[config.mk]
export PLATFORM = sky130hd
export DESIGN_NAME = camera_trigger_sequencer
export DESIGN_NICKNAME = d
export VERILOG_FILES = /design/src/rtl/trig_seq_pkg.sv /design/src/rtl/trig_in_sync.sv /design/src/rtl/camera_trigger_sequencer.sv
export SDC_FILE = /design/constraint.sdc
export NUM_CORES = 1
export LEC_CHECK = 0
export BUFFER_PORTS_ARGS = -buffer_cell sky130_fd_sc_hd__buf_4
export CELL_PAD_IN_SITES_DETAIL_PLACEMENT = 1
export CELL_PAD_IN_SITES_GLOBAL_PLACEMENT = 2
export CORE_MARGIN = 5
export CORE_UTILIZATION = 34
export DETAILED_ROUTE_END_ITERATION = 8
export PLACE_DENSITY = 0.74
export SETUP_SLACK_MARGIN = 0.5
export SYNTH_ARGS = -nofsm -noshare
export SYNTH_HDL_FRONTEND = slang
export SYNTH_SLANG_ARGS = --single-unit
[constraint.sdc]
create_clock -name mclk -period 4.5 [get_ports mclk]
set_clock_uncertainty 0.05 [all_clocks]
set_input_delay 0.675 -clock mclk [delete_from_list [all_inputs] [get_ports mclk]]
set_output_delay 0.675 -clock mclk [all_outputs]
set_load 0.05 [all_outputs]
[src/rtl/trig_seq_pkg.sv]
/*
 * Shared constants and types for the camera acquisition trigger sequencer:
 * register offsets, field positions, reset values, mode encodings and timing.
 * Assumes a 200 MHz camera clock and a 32-bit AXI4-Lite register bus.
 */
package trig_seq_pkg;

	// ----------------------------------------------------------------
	// Clock and timing
	// ----------------------------------------------------------------
	localparam int CLK_PERIOD_PS = 5000;
	localparam int SYNC_STAGES   = 3;

	// ----------------------------------------------------------------
	// Register offsets (byte addresses)
	// ----------------------------------------------------------------
	localparam logic [7:0] OFS_CONTROL  = 8'h00;
	localparam logic [7:0] OFS_TRIG_CFG = 8'h04;
	localparam logic [7:0] OFS_OUT_CFG  = 8'h08;
	localparam logic [7:0] OFS_EXPOSE   = 8'h0C;
	localparam logic [7:0] OFS_SERIES   = 8'h10;
	localparam logic [7:0] OFS_SHIFT    = 8'h14;
	localparam logic [7:0] OFS_READOUT  = 8'h18;
	localparam logic [7:0] OFS_STATUS   = 8'h1C;

	// ----------------------------------------------------------------
	// Field positions
	// ----------------------------------------------------------------
	localparam int CTL_RUN_BIT    = 0;
	localparam int CTL_STOP_BIT   = 1;
	localparam int TCFG_RESP_LSB  = 0;
	localparam int TCFG_SHUT_LSB  = 4;
	localparam int TCFG_EDGE_BIT  = 8;
	localparam int OCFG_SEL1_LSB  = 0;
	localparam int OCFG_INV1_BIT  = 4;
	localparam int OCFG_SEL2_LSB  = 8;
	localparam int OCFG_INV2_BIT  = 12;

	// ----------------------------------------------------------------
	// Reset values and bus response codes
	// ----------------------------------------------------------------
	localparam logic [31:0] RST_EXPOSE  = 32'h0000_0064;
	localparam logic [15:0] RST_SERIES  = 16'h0002;
	localparam logic [15:0] RST_SHIFT   = 16'h0010;
	localparam logic [31:0] RST_READOUT = 32'h0000_0400;
	localparam logic [1:0]  AXI_OKAY    = 2'h0;
	localparam logic [1:0]  AXI_SLVERR  = 2'h2;

	// ----------------------------------------------------------------
	// Mode encodings
	// ----------------------------------------------------------------
	typedef enum logic [1:0] {
		RESP_NONE, RESP_SINGLE, RESP_READOUT, RESP_SHIFT
	} resp_mode_t;

	typedef enum logic [1:0] {
		SHUT_NORMAL, SHUT_CLOSED, SHUT_OPEN, SHUT_OPEN_BEFORE
	} shut_mode_t;

	typedef enum logic [2:0] {
		OSEL_ACQUIRING, OSEL_HIGH, OSEL_EXPOSING, OSEL_READING,
		OSEL_SHIFTING, OSEL_SHUTTER, OSEL_WAITING
	} out_sel_t;

	// Status flags shared between sequencer and output selection.
	typedef struct packed {
		logic acquiring;
		logic exposing;
		logic reading;
		logic shifting;
		logic shutter;
		logic waiting;
	} seq_status_t;

	// Configuration of one trigger output.
	typedef struct packed {
		out_sel_t sel;
		logic     inv;
	} out_cfg_t;

endpackage : trig_seq_pkg

[src/rtl/trig_in_sync.sv]
/*
 * Trigger input conditioner: three-stage synchroniser and edge detector.
 * Assumes the pin is asynchronous to mclk; an edge counts once stages two
 * and three agree on the new level.
 */
`timescale 1ns/1ps
`default_nettype none

module trig_in_sync
	import trig_seq_pkg::*;
(
	input  wire logic mclk,
	input  wire logic nrst,
	input  wire logic trig_pin,
	input  wire logic fall_sel,
	output logic      edge_pulse
);

	typedef struct packed {
		logic [SYNC_STAGES-1:0] sync;
		logic                   level;
		logic                   pulse;
	} state_t;

	state_t state_reg;
	state_t state_next;

	// ----------------------------------------------------------------
	// Synchroniser and edge detection
	// ----------------------------------------------------------------

	// Stage 0 is read only by stage 1; the level updates when 1 and 2 agree.
	always_comb begin
		state_next       = state_reg;
		state_next.sync  = {state_reg.sync[SYNC_STAGES-2:0], trig_pin};
		state_next.pulse = 1'b0;
		if (state_reg.sync[1] == state_reg.sync[2] && state_reg.sync[2] != state_reg.level) begin
			state_next.level = state_reg.sync[2];
			state_next.pulse = fall_sel ? !state_reg.sync[2] : state_reg.sync[2];
		end
	end

	// Registers the conditioner state.
	always_ff @(posedge mclk) begin
		if (!nrst) begin
			state_reg <= '0;
		end else begin
			state_reg <= state_next;
		end
	end

	assign edge_pulse = state_reg.pulse;

endmodule : trig_in_sync

`default_nettype wire

[src/rtl/camera_trigger_sequencer.sv]
/*
 * Acquisition trigger sequencer: AXI4-Lite registers, trigger acceptance,
 * exposure/shift/readout sequencing, shutter drive and two status outputs.
 * Assumes a single 200 MHz clock with synchronous active-low reset; cycle
 * counts for exposure, shift and readout are programmed by software.
 */
`timescale 1ns/1ps
`default_nettype none

module camera_trigger_sequencer
	import trig_seq_pkg::*;
(
	input  wire logic        mclk,
	input  wire logic        nrst,
	input  wire logic [7:0]  s_axi_awaddr,
	input  wire logic        s_axi_awvalid,
	output logic             s_axi_awready,
	input  wire logic [31:0] s_axi_wdata,
	input  wire logic [3:0]  s_axi_wstrb,
	input  wire logic        s_axi_wvalid,
	output logic             s_axi_wready,
	output logic [1:0]       s_axi_bresp,
	output logic             s_axi_bvalid,
	input  wire logic        s_axi_bready,
	input  wire logic [7:0]  s_axi_araddr,
	input  wire logic        s_axi_arvalid,
	output logic             s_axi_arready,
	output logic [31:0]      s_axi_rdata,
	output logic [1:0]       s_axi_rresp,
	output logic             s_axi_rvalid,
	input  wire logic        s_axi_rready,
	input  wire logic        trig_in,
	output logic             shutter_open,
	output logic             trig_out1,
	output logic             trig_out2
);

	typedef enum logic [2:0] {
		ST_IDLE, ST_OPENING, ST_WAIT_TRIG, ST_EXPOSE, ST_SHIFT, ST_READOUT
	} seq_state_t;

	typedef struct packed {
		// Bus side.
		logic        aw_taken;
		logic [7:0]  aw_addr;
		logic        w_taken;
		logic [31:0] w_data;
		logic [3:0]  w_strb;
		logic        bvalid;
		logic [1:0]  bresp;
		logic        rvalid;
		logic [31:0] rdata;
		logic [1:0]  rresp;
		// Configuration.
		logic [31:0] trig_cfg;
		logic [31:0] out_cfg;
		logic [31:0] expose_cycles;
		logic [15:0] series_len;
		logic [15:0] shift_cycles;
		logic [31:0] readout_cycles;
		// Sequencer.
		seq_state_t  seq;
		logic        run;
		logic [31:0] count;
		logic [15:0] done_frames;
		logic [15:0] ignored;
		logic        shutter;
		logic        out1;
		logic        out2;
	} state_t;

	state_t      state_reg;
	state_t      state_next;
	logic        trig_edge;
	seq_status_t stat;
	resp_mode_t  resp;
	shut_mode_t  shut;
	logic        busy;

	// ----------------------------------------------------------------
	// Trigger input conditioning
	// ----------------------------------------------------------------

	// Synchronises the pin and reports edges of the selected polarity.
	trig_in_sync u_sync (
		.mclk       (mclk),
		.nrst       (nrst),
		.trig_pin   (trig_in),
		.fall_sel   (state_reg.trig_cfg[TCFG_EDGE_BIT]),
		.edge_pulse (trig_edge)
	);

	// ----------------------------------------------------------------
	// Helpers
	// ----------------------------------------------------------------

	// Merges write data into a register under the byte strobes.
	function automatic logic [31:0] merge(input logic [31:0] old, input logic [31:0] din,
		input logic [3:0] strb);
		logic [31:0] res;
		res = old;
		for (int i = 0; i < 4; i++) begin
			if (strb[i]) begin
				res[i*8 +: 8] = din[i*8 +: 8];
			end
		end
		return res;
	endfunction : merge

	// Picks a status source for one trigger output and applies its inversion.
	function automatic logic out_level(input out_cfg_t cfg, input seq_status_t st);
		logic lvl;
		lvl = 1'b0;
		unique case (cfg.sel)
			OSEL_ACQUIRING: lvl = st.acquiring;
			OSEL_HIGH:      lvl = 1'b1;
			OSEL_EXPOSING:  lvl = st.exposing;
			OSEL_READING:   lvl = st.reading;
			OSEL_SHIFTING:  lvl = st.shifting;
			OSEL_SHUTTER:   lvl = st.shutter;
			OSEL_WAITING:   lvl = st.waiting;
			default:        lvl = 1'b0;
		endcase
		return lvl ^ cfg.inv;
	endfunction : out_level

	// ----------------------------------------------------------------
	// Decoded configuration and status
	// ----------------------------------------------------------------

	// Mode fields and live status flags derived from the registered state.
	always_comb begin
		resp           = resp_mode_t'(state_reg.trig_cfg[TCFG_RESP_LSB +: 2]);
		shut           = shut_mode_t'(state_reg.trig_cfg[TCFG_SHUT_LSB +: 2]);
		stat.acquiring = state_reg.seq != ST_IDLE;
		stat.exposing  = state_reg.seq == ST_EXPOSE;
		stat.reading   = state_reg.seq == ST_READOUT;
		stat.shifting  = state_reg.seq == ST_SHIFT;
		stat.shutter   = state_reg.shutter;
		stat.waiting   = state_reg.seq == ST_WAIT_TRIG;
		busy           = state_reg.seq inside {ST_EXPOSE, ST_SHIFT, ST_READOUT};
	end

	// ----------------------------------------------------------------
	// Next-state logic
	// ----------------------------------------------------------------

	// Bus slave, register writes and the acquisition sequencer.
	always_comb begin
		logic accept;
		logic last;
		state_next = state_reg;
		accept     = 1'b0;
		last       = 1'b0;

		// Write address and data are taken in either order, then answered.
		if (s_axi_awvalid && !state_reg.aw_taken && !state_reg.bvalid) begin
			state_next.aw_taken = 1'b1;
			state_next.aw_addr  = s_axi_awaddr;
		end
		if (s_axi_wvalid && !state_reg.w_taken && !state_reg.bvalid) begin
			state_next.w_taken = 1'b1;
			state_next.w_data  = s_axi_wdata;
			state_next.w_strb  = s_axi_wstrb;
		end
		if (state_reg.bvalid && s_axi_bready) begin
			state_next.bvalid = 1'b0;
		end
		if (state_reg.aw_taken && state_reg.w_taken) begin
			state_next.aw_taken = 1'b0;
			state_next.w_taken  = 1'b0;
			state_next.bvalid   = 1'b1;
			state_next.bresp    = AXI_OKAY;
			unique case (state_reg.aw_addr[7:2])
				OFS_CONTROL[7:2]: begin
					if (state_reg.w_strb[0] && state_reg.w_data[CTL_RUN_BIT]) begin
						state_next.run = 1'b1;
					end
					if (state_reg.w_strb[0] && state_reg.w_data[CTL_STOP_BIT]) begin
						state_next.run = 1'b0;
					end
				end
				OFS_TRIG_CFG[7:2]: state_next.trig_cfg = merge(state_reg.trig_cfg, state_reg.w_data,
					state_reg.w_strb);
				OFS_OUT_CFG[7:2]:  state_next.out_cfg = merge(state_reg.out_cfg, state_reg.w_data,
					state_reg.w_strb);
				OFS_EXPOSE[7:2]:   state_next.expose_cycles = merge(state_reg.expose_cycles,
					state_reg.w_data, state_reg.w_strb);
				OFS_SERIES[7:2]:   state_next.series_len = 16'(merge({16'h0000, state_reg.series_len},
					state_reg.w_data, state_reg.w_strb));
				OFS_SHIFT[7:2]:    state_next.shift_cycles = 16'(merge({16'h0000, state_reg.shift_cycles},
					state_reg.w_data, state_reg.w_strb));
				OFS_READOUT[7:2]:  state_next.readout_cycles = merge(state_reg.readout_cycles,
					state_reg.w_data, state_reg.w_strb);
				OFS_STATUS[7:2]:   state_next.bresp = AXI_OKAY;
				default:           state_next.bresp = AXI_SLVERR;
			endcase
		end

		// Reads are answered one cycle after the address is taken.
		if (state_reg.rvalid && s_axi_rready) begin
			state_next.rvalid = 1'b0;
		end
		if (s_axi_arvalid && !state_reg.rvalid) begin
			state_next.rvalid = 1'b1;
			state_next.rresp  = AXI_OKAY;
			unique case (s_axi_araddr[7:2])
				OFS_CONTROL[7:2]:  state_next.rdata = {31'h0000_0000, state_reg.run};
				OFS_TRIG_CFG[7:2]: state_next.rdata = state_reg.trig_cfg;
				OFS_OUT_CFG[7:2]:  state_next.rdata = state_reg.out_cfg;
				OFS_EXPOSE[7:2]:   state_next.rdata = state_reg.expose_cycles;
				OFS_SERIES[7:2]:   state_next.rdata = {16'h0000, state_reg.series_len};
				OFS_SHIFT[7:2]:    state_next.rdata = {16'h0000, state_reg.shift_cycles};
				OFS_READOUT[7:2]:  state_next.rdata = state_reg.readout_cycles;
				OFS_STATUS[7:2]:   state_next.rdata = {state_reg.ignored, state_reg.done_frames[7:0],
					2'h0, stat};
				default: begin
					state_next.rdata = 32'h0000_0000;
					state_next.rresp = AXI_SLVERR;
				end
			endcase
		end

		// Triggers during exposure, shift or readout are dropped, and counted unless the response mode is RESP_NONE.
		if (trig_edge && busy && resp != RESP_NONE) begin
			state_next.ignored = state_reg.ignored + 16'h0001;
		end
		accept = trig_edge && state_reg.seq == ST_WAIT_TRIG;
		last   = state_reg.done_frames + 16'h0001 >= state_reg.series_len;

		// Acquisition sequencer.
		unique case (state_reg.seq)
			ST_IDLE: begin
				state_next.count = 32'h0000_0000;
				state_next.done_frames = 16'h0000;
				if (state_reg.run) begin
					state_next.seq = (resp == RESP_NONE) ? ST_EXPOSE : ST_OPENING;
				end
			end
			ST_OPENING: begin
				state_next.seq = ST_WAIT_TRIG;
			end
			ST_WAIT_TRIG: begin
				if (!state_reg.run) begin
					state_next.seq = ST_IDLE;
				end else if (accept) begin
					state_next.seq   = ST_EXPOSE;
					state_next.count = 32'h0000_0000;
				end
			end
			ST_EXPOSE: begin
				state_next.count = state_reg.count + 32'h0000_0001;
				// Shift-per-trigger exposure lasts one cycle; expose_cycles is not used.
				if (resp == RESP_SHIFT || state_reg.count + 32'h0000_0001 >= state_reg.expose_cycles) begin
					state_next.seq   = ST_SHIFT;
					state_next.count = 32'h0000_0000;
				end
			end
			ST_SHIFT: begin
				state_next.count = state_reg.count + 32'h0000_0001;
				if ({16'h0000, state_reg.count[15:0]} + 32'h0000_0001 >= {16'h0000, state_reg.shift_cycles}) begin
					state_next.count       = 32'h0000_0000;
					state_next.done_frames = state_reg.done_frames + 16'h0001;
					if (last) begin
						state_next.seq = ST_READOUT;
					end else if (resp == RESP_SHIFT) begin
						state_next.seq = ST_WAIT_TRIG;
					end else begin
						state_next.seq = ST_EXPOSE;
					end
				end
			end
			ST_READOUT: begin
				state_next.count = state_reg.count + 32'h0000_0001;
				if (state_reg.count + 32'h0000_0001 >= state_reg.readout_cycles) begin
					state_next.done_frames = 16'h0000;
					state_next.count       = 32'h0000_0000;
					// Rearm for the next series while run stays set.
					state_next.seq = !state_reg.run ? ST_IDLE :
						(resp == RESP_NONE) ? ST_EXPOSE : ST_OPENING;
				end
			end
			default: state_next.seq = ST_IDLE;
		endcase

		// Shutter drive for the four shutter modes.
		unique case (shut)
			SHUT_CLOSED: state_next.shutter = 1'b0;
			SHUT_OPEN:   state_next.shutter = 1'b1;
			SHUT_OPEN_BEFORE:
				state_next.shutter = state_next.seq inside {ST_OPENING, ST_WAIT_TRIG, ST_EXPOSE, ST_SHIFT};
			default: begin
				// Normal opens when armed in readout or shift per trigger (else only while exposing) and
				// stays open through the series in shift-per-trigger mode.
				state_next.shutter = (resp == RESP_SHIFT || resp == RESP_READOUT) ?
					state_next.seq inside {ST_OPENING, ST_WAIT_TRIG, ST_EXPOSE, ST_SHIFT} :
					state_next.seq == ST_EXPOSE;
			end
		endcase

		state_next.out1 = out_level(out_cfg_t'({state_reg.out_cfg[OCFG_SEL1_LSB +: 3],
			state_reg.out_cfg[OCFG_INV1_BIT]}), stat);
		state_next.out2 = out_level(out_cfg_t'({state_reg.out_cfg[OCFG_SEL2_LSB +: 3],
			state_reg.out_cfg[OCFG_INV2_BIT]}), stat);
	end

	// ----------------------------------------------------------------
	// State register
	// ----------------------------------------------------------------

	// Registers all state; reset loads constants only.
	always_ff @(posedge mclk) begin
		if (!nrst) begin
			state_reg                <= '0;
			state_reg.seq            <= ST_IDLE;
			state_reg.expose_cycles  <= RST_EXPOSE;
			state_reg.series_len     <= RST_SERIES;
			state_reg.shift_cycles   <= RST_SHIFT;
			state_reg.readout_cycles <= RST_READOUT;
		end else begin
			state_reg <= state_next;
		end
	end

	// Outputs come straight from the state register.
	assign s_axi_awready = !state_reg.aw_taken && !state_reg.bvalid;
	assign s_axi_wready  = !state_reg.w_taken && !state_reg.bvalid;
	assign s_axi_bvalid  = state_reg.bvalid;
	assign s_axi_bresp   = state_reg.bresp;
	assign s_axi_arready = !state_reg.rvalid;
	assign s_axi_rvalid  = state_reg.rvalid;
	assign s_axi_rdata   = state_reg.rdata;
	assign s_axi_rresp   = state_reg.rresp;
	assign shutter_open  = state_reg.shutter;
	assign trig_out1     = state_reg.out1;
	assign trig_out2     = state_reg.out2;

endmodule : camera_trigger_sequencer

`default_nettype wire

==> metrics.cfg <==
[global_routing]
grt_start_max_net_pins = 129
antenna_found_initial = 0
grt_pass1_vias = 14900
track_usage_pct = 20.7
grt_overflow_total = 0
grt_pass1_wl_um = 86600

[power_and_ir_drop]
p_leak_nw = 8.06
finalPower_mw = 6.60
peakVddDrop_v = 0.000196
powerDensity_mw_per_mm2 = 336

[worst_setup_path]
worst_r2r_endpoint = shutter_open
crit_arrival_ps = 4910
r2r_cells = 17
required_ps = 4910
crit_start = state_reg[47]
critPathCaptureType = flip-flop
r2r_setup_slack_ps = -2
cp-endpoint = shutter_open
cp_max_fo = 4
worstSetupPathType = flip-flop to flip-flop
worstSetupStartpointType = flip-flop
regToRegStartpoint = state_reg[47]

[cells_and_area]
final_nets = 2184
mostFrequentLayoutCells = nor2_1 (346), dfxtp_1 (305), buf_4 (182)
fin_area_mm2 = 0.0197
largest_reg_flops = 268
area.growth.synth_to_final_pct = 22.0
n_antenna_cell = 0
drive_gt1_share_pct = 16.4
finalNonFillerCells = 2662
post-route-util_pct = 42.1
num-fill-cells = 5487
final_common_cell = nor2_1

[sta]
setup_tns_ps = -2.04
holdWs_ps = 235
tightest_slew_ps = 1160
finalSetupViolCount = 1
max_freq_ghz = 0.222
slew_headroom_pct = 22.2
finalHoldViolations = 0
grt_setup_unrepaired = true
finalCritPeriodShare_pct = 100
worst_slack_ps = -2.04
period_minus_slack_ps = 4500
drv_slew = 0

[yosys]
ys_seq_area_share_pct = 39.2
synth-edff-count = 0
netlist_area_mm2 = 0.0161
syn_area_per_cell_um2 = 8.37
synthCells = 1927
async_reset_ff_share_pct = 0
ys_types = 60
synth-seq-cells = 316
synthFlopType = dfxtp_1
yosys_warnings = 0

[run_status]
violations = negative setup slack
outcome = finished, violations left

[clocking]
clock_path_buffers = 3
hold_buffers = 0
clock_latency_ps = 570
clkTransAtPathRegs_ps = 60
cts_tree = built
cts_buffers = 41
numClockSinks = 316
cts-root-buf = clkbuf_16
cts_max_level = 2

[die]
die_y_um = 228
fp-row-count = 79
start_util_pct = 34.5
die_width_um = 228
pin_count = 104
die_area_mm2 = 0.0519
coreArea_mm2 = 0.0468

[route]
postRouteAntennaNets = 0
drtIter0Drc = 687
dr.pass1.iters = 5
via_count = 14300
wirelength_um = 56700
vias_per_cell = 5.38
avgRoutedWirePerCell_um = 21.3
post-route-drc-count = 0

[flow_run]
drv_cap = 0

[place]
port_buffers = 97
dp_cells = 2556
dpl_worst_slack_ps = -118
hpwlAfterDp_um = 40300
dpl_cell_area_mm2 = 0.0175
gp_congestion = 0.888

[worst_hold_path]
hp-class = primary input to flip-flop

[layout make-up]
class | instances | area, um^2 | share of cell area [%]
clock buffer | 59 | 1240 | 6.29
clock inverter | 14 | 176 | 0.897
inverter | 104 | 398 | 2.02
multi-input combinational | 1374 | 9280 | 47.2
sequential | 316 | 6350 | 32.3
tap | 607 | 759 | 3.86
timing repair buffer | 188 | 1470 | 7.49
[report_power, final]
part	total [mW]	internal, mW	switching [mW]
sequential	2.89	2.83	0.0587
combinational	0.278	0.0829	0.195
clock	3.43	2.13	1.30
[cell families after synthesis]
| kind of cell | count (synthesis) | synth area share [%] |
|---|---|---|
| adder cells (fa/ha/maj) | 99 | 7.68 |
| AO/OA/AOI/OAI | 368 | 14.9 |
| buffers and inverters | 238 | 6.41 |
| other | 1 | 0.0233 |
| XOR/XNOR | 61 | 3.31 |
| AND/OR/NAND/NOR | 679 | 18.2 |
| multiplexers | 165 | 10.2 |
| flip-flops | 316 | 39.2 |
[per-layer routing]
layer	global-route usage [%]	vias to the layer above	part of all wire [%]
met5	0	-	0
met4	5.31	0	2.1
met3	2.52	77	3.1
met2	36.7	215	49
met1	27.0	7167	45
li1	-	6861	-
[worst min path at each step]
stage | to | depth (start not counted) | start | slack [ps]
2_1_floorplan | u_sync.state_next[4] | 1 | u_sync.state_next[3] | 360
3_3_place_gp | u_sync.state_next[4] | 1 | u_sync.state_next[3] | 380
3_5_place_dp | u_sync.state_next[4] | 1 | u_sync.state_next[3] | 400
4_1_cts | s_axi_rvalid | 2 | s_axi_rready | 210
5_1_grt | s_axi_rvalid | 2 | s_axi_rready | 230
6_report | s_axi_rvalid | 2 | s_axi_rready | 240
[cells in the mapped netlist (all sizes together) (19+ instances only)]
master,instances,area (um^2)
dfxtp,316,6330
nand3,39,195
nand2,166,623
ha,99,1240
o21ai,56,280
clkbuf,87,327
mux2i,165,1650
a22oi,78,586
nor2,353,1330
a21oi,126,631
a221oi,21,184
xnor2,32,280
xor2,29,254
and3,21,131
nand4,19,119
inv,104,390
buf,47,317
[what timing repair did]
item,CTS,global route
pin swaps,21,35
endpoints found under the setup margin,51,51
gates resized for setup,40,54
setup buffers,15,18
[critical path, stage by stage, from the launching register on]
cell and delay, ps:
dfxtp_2 360, and4_4 240, buf_4 120, and4b_1 220
nand4_1 250, inv_1 170, buf_4 130, nand2_1 90
xnor2_2 190, ha_1 200, a21o_1 160, a221o_1 330
a221o_2 420, o41ai_4 400, a211oi_2 120, o21ba_1 210
or3_1 350, a2111oi_2 370
Note: power is estimated with default switching activity, not from simulation.
